### src/hw/pxr_pkg.sv
// Purpose: Shared constants for the peripheral word transfer port.
// Assumes: 7-bit peripheral and data memory addresses, 16-bit transfer buffer.
// Notes:   All offsets, the word register reset value and timing counts live here.
package pxr_pkg;

	// ==========================================================
	// Address map
	localparam logic [6:0] ADDR_PROGRAM_ADDRESS_WORD = 7'h40;
	localparam logic [6:0] ADDR_DIVIDER_RATIO_WORD   = 7'h41;
	localparam logic [6:0] ADDR_NIBBLE_3             = 7'h74;
	localparam logic [6:0] ADDR_NIBBLE_2             = 7'h75;
	localparam logic [6:0] ADDR_NIBBLE_1             = 7'h76;
	localparam logic [6:0] ADDR_NIBBLE_0             = 7'h77;

	// ==========================================================
	// Field layout
	localparam int unsigned PROGRAM_COUNT_LSB = 4;
	localparam int unsigned PROGRAM_COUNT_W   = 12;
	localparam int unsigned SWALLOW_COUNT_W   = 4;
	localparam int unsigned ADDR_READ_VALID_W = 8;

	// ==========================================================
	// Values
	localparam logic [15:0] WORD_RESET       = 16'h0000;
	localparam logic [15:0] UNDEFINED_READ   = 16'h0000;
	localparam logic [3:0]  NIBBLE_UNDEFINED = 4'h0;
	localparam logic [15:0] RATIO_MIN        = 16'h0100;

	// ==========================================================
	// Timing
	localparam int unsigned CLK_PERIOD_NS    = 10;
	localparam int unsigned INSTR_CYCLE_NS   = 2000;
	localparam int unsigned INSTR_CYCLE_CLKS = INSTR_CYCLE_NS / CLK_PERIOD_NS;

endpackage : pxr_pkg

### src/hw/pxr_ratio_if.sv
// Purpose: Carries a newly written division ratio to the counter split stage.
// Assumes: Single clock domain, load is a one-cycle pulse.
// Notes:   The source is the register port, the sink the counter loader.
interface pxr_ratio_if;
	logic [15:0] ratio;
	logic        load;

	modport src (output ratio, output load);
	modport dst (input ratio, input load);
endinterface : pxr_ratio_if

### src/hw/pxr_word_reg.sv
// Purpose: Word register with whole-word and single-nibble write paths.
// Assumes: Word and nibble writes are synchronous to clk.
// Notes:   nib_sel 0 addresses the most significant nibble.
module pxr_word_reg #(
	parameter int unsigned W = 16
) (
	input  wire logic         ref_clk,
	input  wire logic         rst_n,
	input  wire logic         word_we,
	input  wire logic [W-1:0] word_d,
	input  wire logic         nib_we,
	input  wire logic [1:0]   nib_sel,
	input  wire logic [3:0]   nib_d,
	output logic      [W-1:0] value
);

	typedef struct packed {
		logic [W-1:0] val;
	} pxr_word_state_t;

	pxr_word_state_t state_q;
	pxr_word_state_t state_d;

	always_comb begin
		state_d = state_q;
		// A word transfer and a nibble store in one cycle: the word transfer wins.
		if (word_we) begin
			state_d.val = word_d;
		end else if (nib_we) begin
			state_d.val[4*(3-nib_sel) +: 4] = nib_d;
		end
	end

	// Power-on gives a fixed value here; warm resets never reach this register.
	always_ff @(posedge ref_clk) begin
		if (!rst_n) begin
			state_q.val <= W'(pxr_pkg::WORD_RESET);
		end else begin
			state_q <= state_d;
		end
	end

	assign value = state_q.val;

endmodule : pxr_word_reg

### src/hw/pxr_ratio_split.sv
// Purpose: Splits the division ratio into programmable and swallow counter loads.
// Assumes: ratio.load pulses in the cycle the ratio word is written.
// Notes:   ratio_ok flags ratios at or above the usable minimum.
module pxr_ratio_split (
	input  wire logic  ref_clk,
	input  wire logic  rst_n,
	pxr_ratio_if.dst   ratio,
	output logic [11:0] program_count,
	output logic [3:0]  swallow_count,
	output logic        ratio_ok,
	output logic        count_load
);

	typedef struct packed {
		logic [11:0] prog;
		logic [3:0]  swal;
		logic        ok;
		logic        load;
	} pxr_split_state_t;

	pxr_split_state_t state_q;
	pxr_split_state_t state_d;

	always_comb begin
		state_d      = state_q;
		state_d.load = 1'b0;
		if (ratio.load) begin
			state_d.prog = ratio.ratio[pxr_pkg::PROGRAM_COUNT_LSB +: pxr_pkg::PROGRAM_COUNT_W];
			state_d.swal = ratio.ratio[pxr_pkg::SWALLOW_COUNT_W-1:0];
			state_d.ok   = (ratio.ratio >= pxr_pkg::RATIO_MIN);
			state_d.load = 1'b1;
		end
	end

	always_ff @(posedge ref_clk) begin
		if (!rst_n) begin
			state_q <= '0;
		end else begin
			state_q <= state_d;
		end
	end

	assign program_count = state_q.prog;
	assign swallow_count = state_q.swal;
	assign ratio_ok      = state_q.ok;
	assign count_load    = state_q.load;

endmodule : pxr_ratio_split

### src/hw/pxr_top.sv
// Purpose: Peripheral transfer port for the program address word and division ratio word.
// Assumes: CPU strobes and data memory strobes come from logic on ref_clk.
// Notes:   Every answer arrives one clock after its strobe, well inside an instruction cycle.

// Functional notes
// - The program address nibbles sit at data memory 74H to 77H, most significant nibble lowest.
// - Ordinary data memory reads and writes reach those nibbles directly.
// - The program address word is also written whole through the transfer buffer; a read returns only its low eight bits.
// - All sixteen bits of a division ratio write are kept.
// - The ratio's high twelve bits load the programmable counter, the low four the swallow counter.
// - Ratios from 0100H up divide by the value; software never writes zero.
// - Reading a write-only register returns an undefined value and nothing else.
// - Writing a read-only register is ignored.
// - Reading an unused peripheral address returns an undefined value.
// - Writing an unused peripheral address changes no state.
// - Every peripheral transfer finishes within one instruction cycle.
// - Power-on leaves register contents undefined; clock-stop and chip-enable resets keep them. Here rst_n clears every register to zero.
module pxr_top (
	input  wire logic        ref_clk,
	input  wire logic        rst_n,
	input  wire logic        peripheral_write_op,
	input  wire logic        peripheral_read_op,
	input  wire logic [6:0]  periph_addr,
	input  wire logic [15:0] transfer_buffer_wr,
	output logic      [15:0] transfer_buffer_rd,
	output logic             transfer_rd_valid,
	input  wire logic        dm_write,
	input  wire logic        dm_read,
	input  wire logic [6:0]  dm_addr,
	input  wire logic [3:0]  dm_wdata,
	output logic      [3:0]  dm_rdata,
	output logic             dm_rvalid,
	output logic             dm_hit,
	output logic      [15:0] program_address_word,
	output logic      [15:0] divider_ratio_word,
	output logic      [11:0] program_count,
	output logic      [3:0]  swallow_count,
	output logic             ratio_ok,
	output logic             count_load
);

	// ==========================================================
	// State
	typedef struct packed {
		logic [15:0] rd_data;
		logic        rd_valid;
		logic [3:0]  dm_data;
		logic        dm_valid;
		logic        dm_hit;
	} pxr_top_state_t;

	pxr_top_state_t state_q;
	pxr_top_state_t state_d;

	logic [15:0] addr_word;
	logic [15:0] ratio_word;
	logic        addr_word_we;
	logic        ratio_word_we;
	logic        nib_hit_wr;
	logic        nib_hit_rd;
	logic [1:0]  nib_sel_wr;
	logic [1:0]  nib_sel_rd;

	pxr_ratio_if ratio_bus ();

	// ==========================================================
	// Decode
	// Only the two word registers answer writes; unused addresses fall through untouched.
	assign addr_word_we  = peripheral_write_op && (periph_addr == pxr_pkg::ADDR_PROGRAM_ADDRESS_WORD);
	assign ratio_word_we = peripheral_write_op && (periph_addr == pxr_pkg::ADDR_DIVIDER_RATIO_WORD);

	// Lowest nibble address holds the most significant nibble.
	assign nib_hit_wr = dm_write && (dm_addr >= pxr_pkg::ADDR_NIBBLE_3) && (dm_addr <= pxr_pkg::ADDR_NIBBLE_0);
	assign nib_hit_rd = dm_read && (dm_addr >= pxr_pkg::ADDR_NIBBLE_3) && (dm_addr <= pxr_pkg::ADDR_NIBBLE_0);
	assign nib_sel_wr = 2'(dm_addr - pxr_pkg::ADDR_NIBBLE_3);
	assign nib_sel_rd = nib_sel_wr;

	// ==========================================================
	// Registers
	pxr_word_reg #(
		.W (16)
	) u_addr_word (
		.ref_clk (ref_clk),
		.rst_n   (rst_n),
		.word_we (addr_word_we),
		.word_d  (transfer_buffer_wr),
		.nib_we  (nib_hit_wr),
		.nib_sel (nib_sel_wr),
		.nib_d   (dm_wdata),
		.value   (addr_word)
	);

	pxr_word_reg #(
		.W (16)
	) u_ratio_word (
		.ref_clk (ref_clk),
		.rst_n   (rst_n),
		.word_we (ratio_word_we),
		.word_d  (transfer_buffer_wr),
		.nib_we  (1'b0),
		.nib_sel (2'b00),
		.nib_d   (4'h0),
		.value   (ratio_word)
	);

	assign ratio_bus.ratio = transfer_buffer_wr;
	assign ratio_bus.load  = ratio_word_we;

	pxr_ratio_split u_split (
		.ref_clk       (ref_clk),
		.rst_n         (rst_n),
		.ratio         (ratio_bus),
		.program_count (program_count),
		.swallow_count (swallow_count),
		.ratio_ok      (ratio_ok),
		.count_load    (count_load)
	);

	// ==========================================================
	// Read paths
	always_comb begin
		state_d          = state_q;
		state_d.rd_valid = 1'b0;
		state_d.dm_valid = 1'b0;
		if (peripheral_read_op) begin
			state_d.rd_valid = 1'b1;
			unique case (periph_addr)
				pxr_pkg::ADDR_PROGRAM_ADDRESS_WORD: begin
					state_d.rd_data = {8'h00, addr_word[pxr_pkg::ADDR_READ_VALID_W-1:0]};
				end
				pxr_pkg::ADDR_DIVIDER_RATIO_WORD: begin
					state_d.rd_data = ratio_word;
				end
				default: begin
					// Unused addresses answer a fixed value and touch nothing.
					state_d.rd_data = pxr_pkg::UNDEFINED_READ;
				end
			endcase
		end
		if (dm_read) begin
			state_d.dm_valid = 1'b1;
			state_d.dm_hit   = nib_hit_rd;
			if (nib_hit_rd) begin
				state_d.dm_data = addr_word[4*(3-nib_sel_rd) +: 4];
			end else begin
				state_d.dm_data = pxr_pkg::NIBBLE_UNDEFINED;
			end
		end
	end

	// Power-on is the only reset here; clock-stop and chip-enable resets are kept outside so
	// that register contents survive them.
	always_ff @(posedge ref_clk) begin
		if (!rst_n) begin
			state_q <= '0;
		end else begin
			state_q <= state_d;
		end
	end

	assign transfer_buffer_rd   = state_q.rd_data;
	assign transfer_rd_valid    = state_q.rd_valid;
	assign dm_rdata             = state_q.dm_data;
	assign dm_rvalid            = state_q.dm_valid;
	assign dm_hit               = state_q.dm_hit;
	assign program_address_word = addr_word;
	assign divider_ratio_word   = ratio_word;

endmodule : pxr_top

### config.mk
export PLATFORM = sky130hd
export DESIGN_NAME = pxr_top
export DESIGN_NICKNAME = d
export VERILOG_FILES = /design/src/hw/pxr_pkg.sv /design/src/hw/pxr_ratio_if.sv /design/src/hw/pxr_word_reg.sv /design/src/hw/pxr_ratio_split.sv /design/src/hw/pxr_top.sv
export SDC_FILE = /design/constraint.sdc
export NUM_CORES = 1
export LEC_CHECK = 0
export BUFFER_PORTS_ARGS = -buffer_cell sky130_fd_sc_hd__buf_2
export CORE_ASPECT_RATIO = 0.6
export CORE_UTILIZATION = 30
export CTS_CLUSTER_SIZE = 25
export DETAILED_ROUTE_END_ITERATION = 7
export PLACE_DENSITY_LB_ADDON = 0.25
export REMOVE_ABC_BUFFERS = 1
export SYNTH_ARGS = -nofsm -noshare
export SYNTH_HDL_FRONTEND = slang
export SYNTH_SLANG_ARGS = --single-unit
### constraint.sdc
create_clock -name ref_clk -period 5.8 [get_ports ref_clk]
set_input_delay 1.16 -clock ref_clk [delete_from_list [all_inputs] [get_ports ref_clk]]
set_output_delay 1.16 -clock ref_clk [all_outputs]
set_load 0.005 [all_outputs]
==> impl_summary.md <==
Outcome
The run finished with clean final reports.

Power and ir drop
Overall power consumption after layout is estimated at 0.0009821 W. The worst supply voltage drop on vdd is 0.0001412 V. The power per standard cell area is 269.9 mW/mm^2. The static power due to leakage is 1.646 nW.

Timing
For this run, the top clock speed supported by timing is 307.6 MHz. The final sum of negative setup slack is 0 ps. The count of final max-slew check failures is 0. In this run the tightest slew margin relative to its limit is 15.41%. Setup repair after global routing left no endpoint under its margin.

The worst path needs 3251 ps of the cycle, external delays included. The final critical path takes up 56.06% of the cycle. Clock skew on the completed layout was measured at 5.252 ps.

Once routing completed, OpenROAD measured the worst setup slack at 2549 ps. Setup violations remaining at the end of the flow were counted as 0. The final hold violation count is 0. For the pin with the worst max-slew slack, the measured transition is 1268 ps.

CTS
Clock tree synthesis found a total of 57 sinks. The number of setup buffers added after CTS is 0. Clock latency on the worst-skew pair, taken at its later pin, is 330 ps. The clock input transition at the sequential cells of the worst setup and hold paths is 50 ps.

TritonCTS built the clock tree. The H-tree generated during clock tree synthesis spans 3 levels. After clock tree synthesis, the flow added hold-fix buffers numbering 0. The maximum number of buffers from clock root to sink is 2.

TritonCTS created 9 clock buffers. The clock root buffer is sky130_fd_sc_hd__clkbuf_16. The post-CTS resize count is 0.

Global routing
Entering global routing, the biggest net connects 58 pins. The number of antenna violations at the first check in global routing is 0. The via count of the first global-routing pass came to 2,364. The global-route usage over all layers is 17.63%. The first global-routing pass estimated 13,070 um of wire. The global route total overflow is 0.

Synth
The synthesized instance count is 296. In this run the mean area of a mapped cell was 9.570 um^2. The number of distinct library cell variants in the gate-level netlist after synthesis is 41.

The register bit count reported by yosys is 57. The most used flip-flop cell after synthesis is sky130_fd_sc_hd__dfxtp_1. Sequential elements use 40.28% of the synthesized area.

In the synthesized netlist the async set-or-reset flop fraction comes to 0%. The post-synthesis cell area is 0.002833 mm^2. Counting flops with a built-in enable in the synthesized netlist gives 0.

Yosys printed 0 warnings.

Setup path
STA classifies the critical path endpoint as a flop. STA classifies the critical path startpoint as a primary input. The maximum single-stage delay on the critical path is 970 ps. The slowest stage of the critical path is the sky130_fd_sc_hd__nor2_2 cell. The critical path goes through buf_2 -> or4b_2 -> nor2_2 -> or2_2 -> a31oi_1. The minimum setup slack among reg-to-reg paths is 4580 ps. Along the worst path, the maximum fanout reaches 35. The data required time of the critical path is 6000 ps.

The worst setup path is of the in2reg kind. The data arrival time of the worst path is 3450 ps.

Layout
The final layout contains 430 nets. Compared with the post-synthesis result, the final layout area differs by 28.45%. The antenna cell count is 0.

The fraction of layout cells with a size suffix above 1 is 37.69%. The final non-filler cell total is 520.

Floorplanning
The floorplan die height is 77.27 um. The floorplan step defined a core boundary enclosing 0.009155 mm^2. Once the floorplan was initialized, standard cells occupied 30.94% of the core. 113 I/O pins were placed. The initialized floorplan defines 27 standard-cell rows. The floorplan step set the die width to 127.5 um. The overall die area is 0.009848 mm^2.

Routing
The total detailed-routing wirelength is 8257 um. For this block, the initial DRC count from the detailed router was 169. The detail-routed net length per standard cell is 15.88 um.

The number of iterations in the first detailed-routing pass is 4. Across all layers, the routed design uses 2,538 vias. In the routed layout, each cell is associated on average with a via count of 4.881. For this run, design rule violations remaining after detail routing come to 0. Once detail routing completed, the nets flagged for antenna violations numbered 0.

Worst hold path
The class of the tightest hold or removal check is reg2reg.

Placement
Routability-driven placement finished with a final weighted congestion of 0.9215. Timing analysis after detailed placement gives a worst setup slack of 2240 ps. The half-perimeter wire length of the detailed placement result is 6025 um. The number of placed instances, taps included, is 505. The number of port buffers is 112.

Job
The tool flagged a number of max-cap violations equal to 0.
## where the power goes
part           switching, W  internal [W]  leakage (nW)   total, W
clock network      0.000179      0.000351         0.148   0.000531
logic             0.0000328     0.0000229          1.04  0.0000557
registers        0.00000155      0.000394         0.460   0.000396
## layout make-up
cell class	count	area (um^2)
Clock buffer	12	256.5
Clock inverter	3	40.04
Fill cell	940	5517
Inverter	4	15.01
Multi-Input combinational cell	201	1455
Sequential cell	57	1141
Tap cell	130	162.7
Timing Repair Buffer	113	568.0
## layout by cell type, fill, tap and decap left out, types with 2 or more instances in the layout
cell	count
sky130_fd_sc_hd__and3_1	3
sky130_fd_sc_hd__nor2b_1	25
sky130_fd_sc_hd__and3b_1	2
sky130_fd_sc_hd__dfxtp_1	57
sky130_fd_sc_hd__nand3_1	25
sky130_fd_sc_hd__or2_2	3
sky130_fd_sc_hd__a21oi_1	4
sky130_fd_sc_hd__buf_2	112
sky130_fd_sc_hd__nand2_1	27
sky130_fd_sc_hd__nor4_1	2
sky130_fd_sc_hd__ha_1	4
sky130_fd_sc_hd__inv_1	3
sky130_fd_sc_hd__mux2_2	8
sky130_fd_sc_hd__nor3_1	2
sky130_fd_sc_hd__clkinv_2	2
sky130_fd_sc_hd__mux2i_1	16
sky130_fd_sc_hd__a22o_1	8
sky130_fd_sc_hd__o31ai_1	16
sky130_fd_sc_hd__clkbuf_16	9
sky130_fd_sc_hd__mux4_2	4
sky130_fd_sc_hd__a31oi_1	16
sky130_fd_sc_hd__and4_1	3
sky130_fd_sc_hd__clkbuf_8	2
sky130_fd_sc_hd__a21boi_0	8
sky130_fd_sc_hd__and2_1	11
## worst max-delay path, delay by kind of cell
kind            cells  cell delay [ps]
compound gates      1              100
buf+inv             1              190
simple gates        3             1990
## worst paths after layout
kind	startpoint	endpoint	cells after the start
max	periph_addr[0]	u_addr_word.value[15]	5
min	transfer_buffer_rd[2]	transfer_buffer_rd[2]	2
max reg2reg	u_addr_word.value[3]	dm_rdata[3]	3
min reg2reg	transfer_buffer_rd[2]	transfer_buffer_rd[2]	2
## cells by family (layout without fill, tap and decap cells)
group           after synthesis  in the layout  synth area share, %
compound gates               54             54                13.69
fa+ha+maj                     4              4                1.767
buf+inv                      38            132                8.348
flops                        57             57                40.28
mux                          28             28                12.01
simple gates                115            115                23.90
## synthesized netlist by cell type (2+ instances only)
cell	number	area, um^2
sky130_fd_sc_hd__and4_1	3	26.28
sky130_fd_sc_hd__mux4_2	4	90.09
sky130_fd_sc_hd__o31ai_1	16	120.1
sky130_fd_sc_hd__and3_1	3	18.77
sky130_fd_sc_hd__or2_2	3	18.77
sky130_fd_sc_hd__inv_1	3	11.26
sky130_fd_sc_hd__nor2b_1	25	156.4
sky130_fd_sc_hd__and2_1	11	68.82
sky130_fd_sc_hd__nor4_1	2	12.51
sky130_fd_sc_hd__a21oi_1	4	20.02
sky130_fd_sc_hd__a31oi_1	16	100.1
sky130_fd_sc_hd__mux2_2	8	90.09
sky130_fd_sc_hd__and3b_1	2	17.52
sky130_fd_sc_hd__nand2_1	27	101.4
sky130_fd_sc_hd__ha_1	4	50.05
sky130_fd_sc_hd__a22o_1	8	70.07
sky130_fd_sc_hd__mux2i_1	16	160.2
sky130_fd_sc_hd__buf_4	17	127.6
sky130_fd_sc_hd__a21boi_0	8	60.06
sky130_fd_sc_hd__dfxtp_1	57	1141
sky130_fd_sc_hd__clkbuf_1	10	37.54
sky130_fd_sc_hd__nor3_1	2	10.01
sky130_fd_sc_hd__nand3_1	25	125.1
sky130_fd_sc_hd__buf_2	5	25.02
## metrics by stage
stage                     instance area (um^2)  utilization [%]  hold WS [ps]
after floorplan                           2611                -         466.5
after global placement                    3342            36.50         464.0
after detailed placement                  3342            36.50         469.6
after CTS                                 3638            39.74         477.9
after global routing                      3638            39.74         493.5
final                                     3638            39.74         472.6
## per-layer routing
| metal | global-route usage [%] | vias up | share of wire, % |
|---|---|---|---|
| met2 | 23.88 | 116 | 40 |
| met3 | 6.490 | 7 | 8.4 |
| met1 | 25.56 | 1188 | 51 |
| met5 | 0 | - | 0 |
| met4 | 4.762 | 0 | 0.63 |
| li1 | - | 1227 | - |
## registers in the layout, indices dropped and copies added, names as in the netlist, 4 cells and up
register,flops
dm_rdata,4
transfer_buffer_rd,16
u_addr_word.value,16
u_ratio_word.value,16
Power figures use the tool's default switching activity.
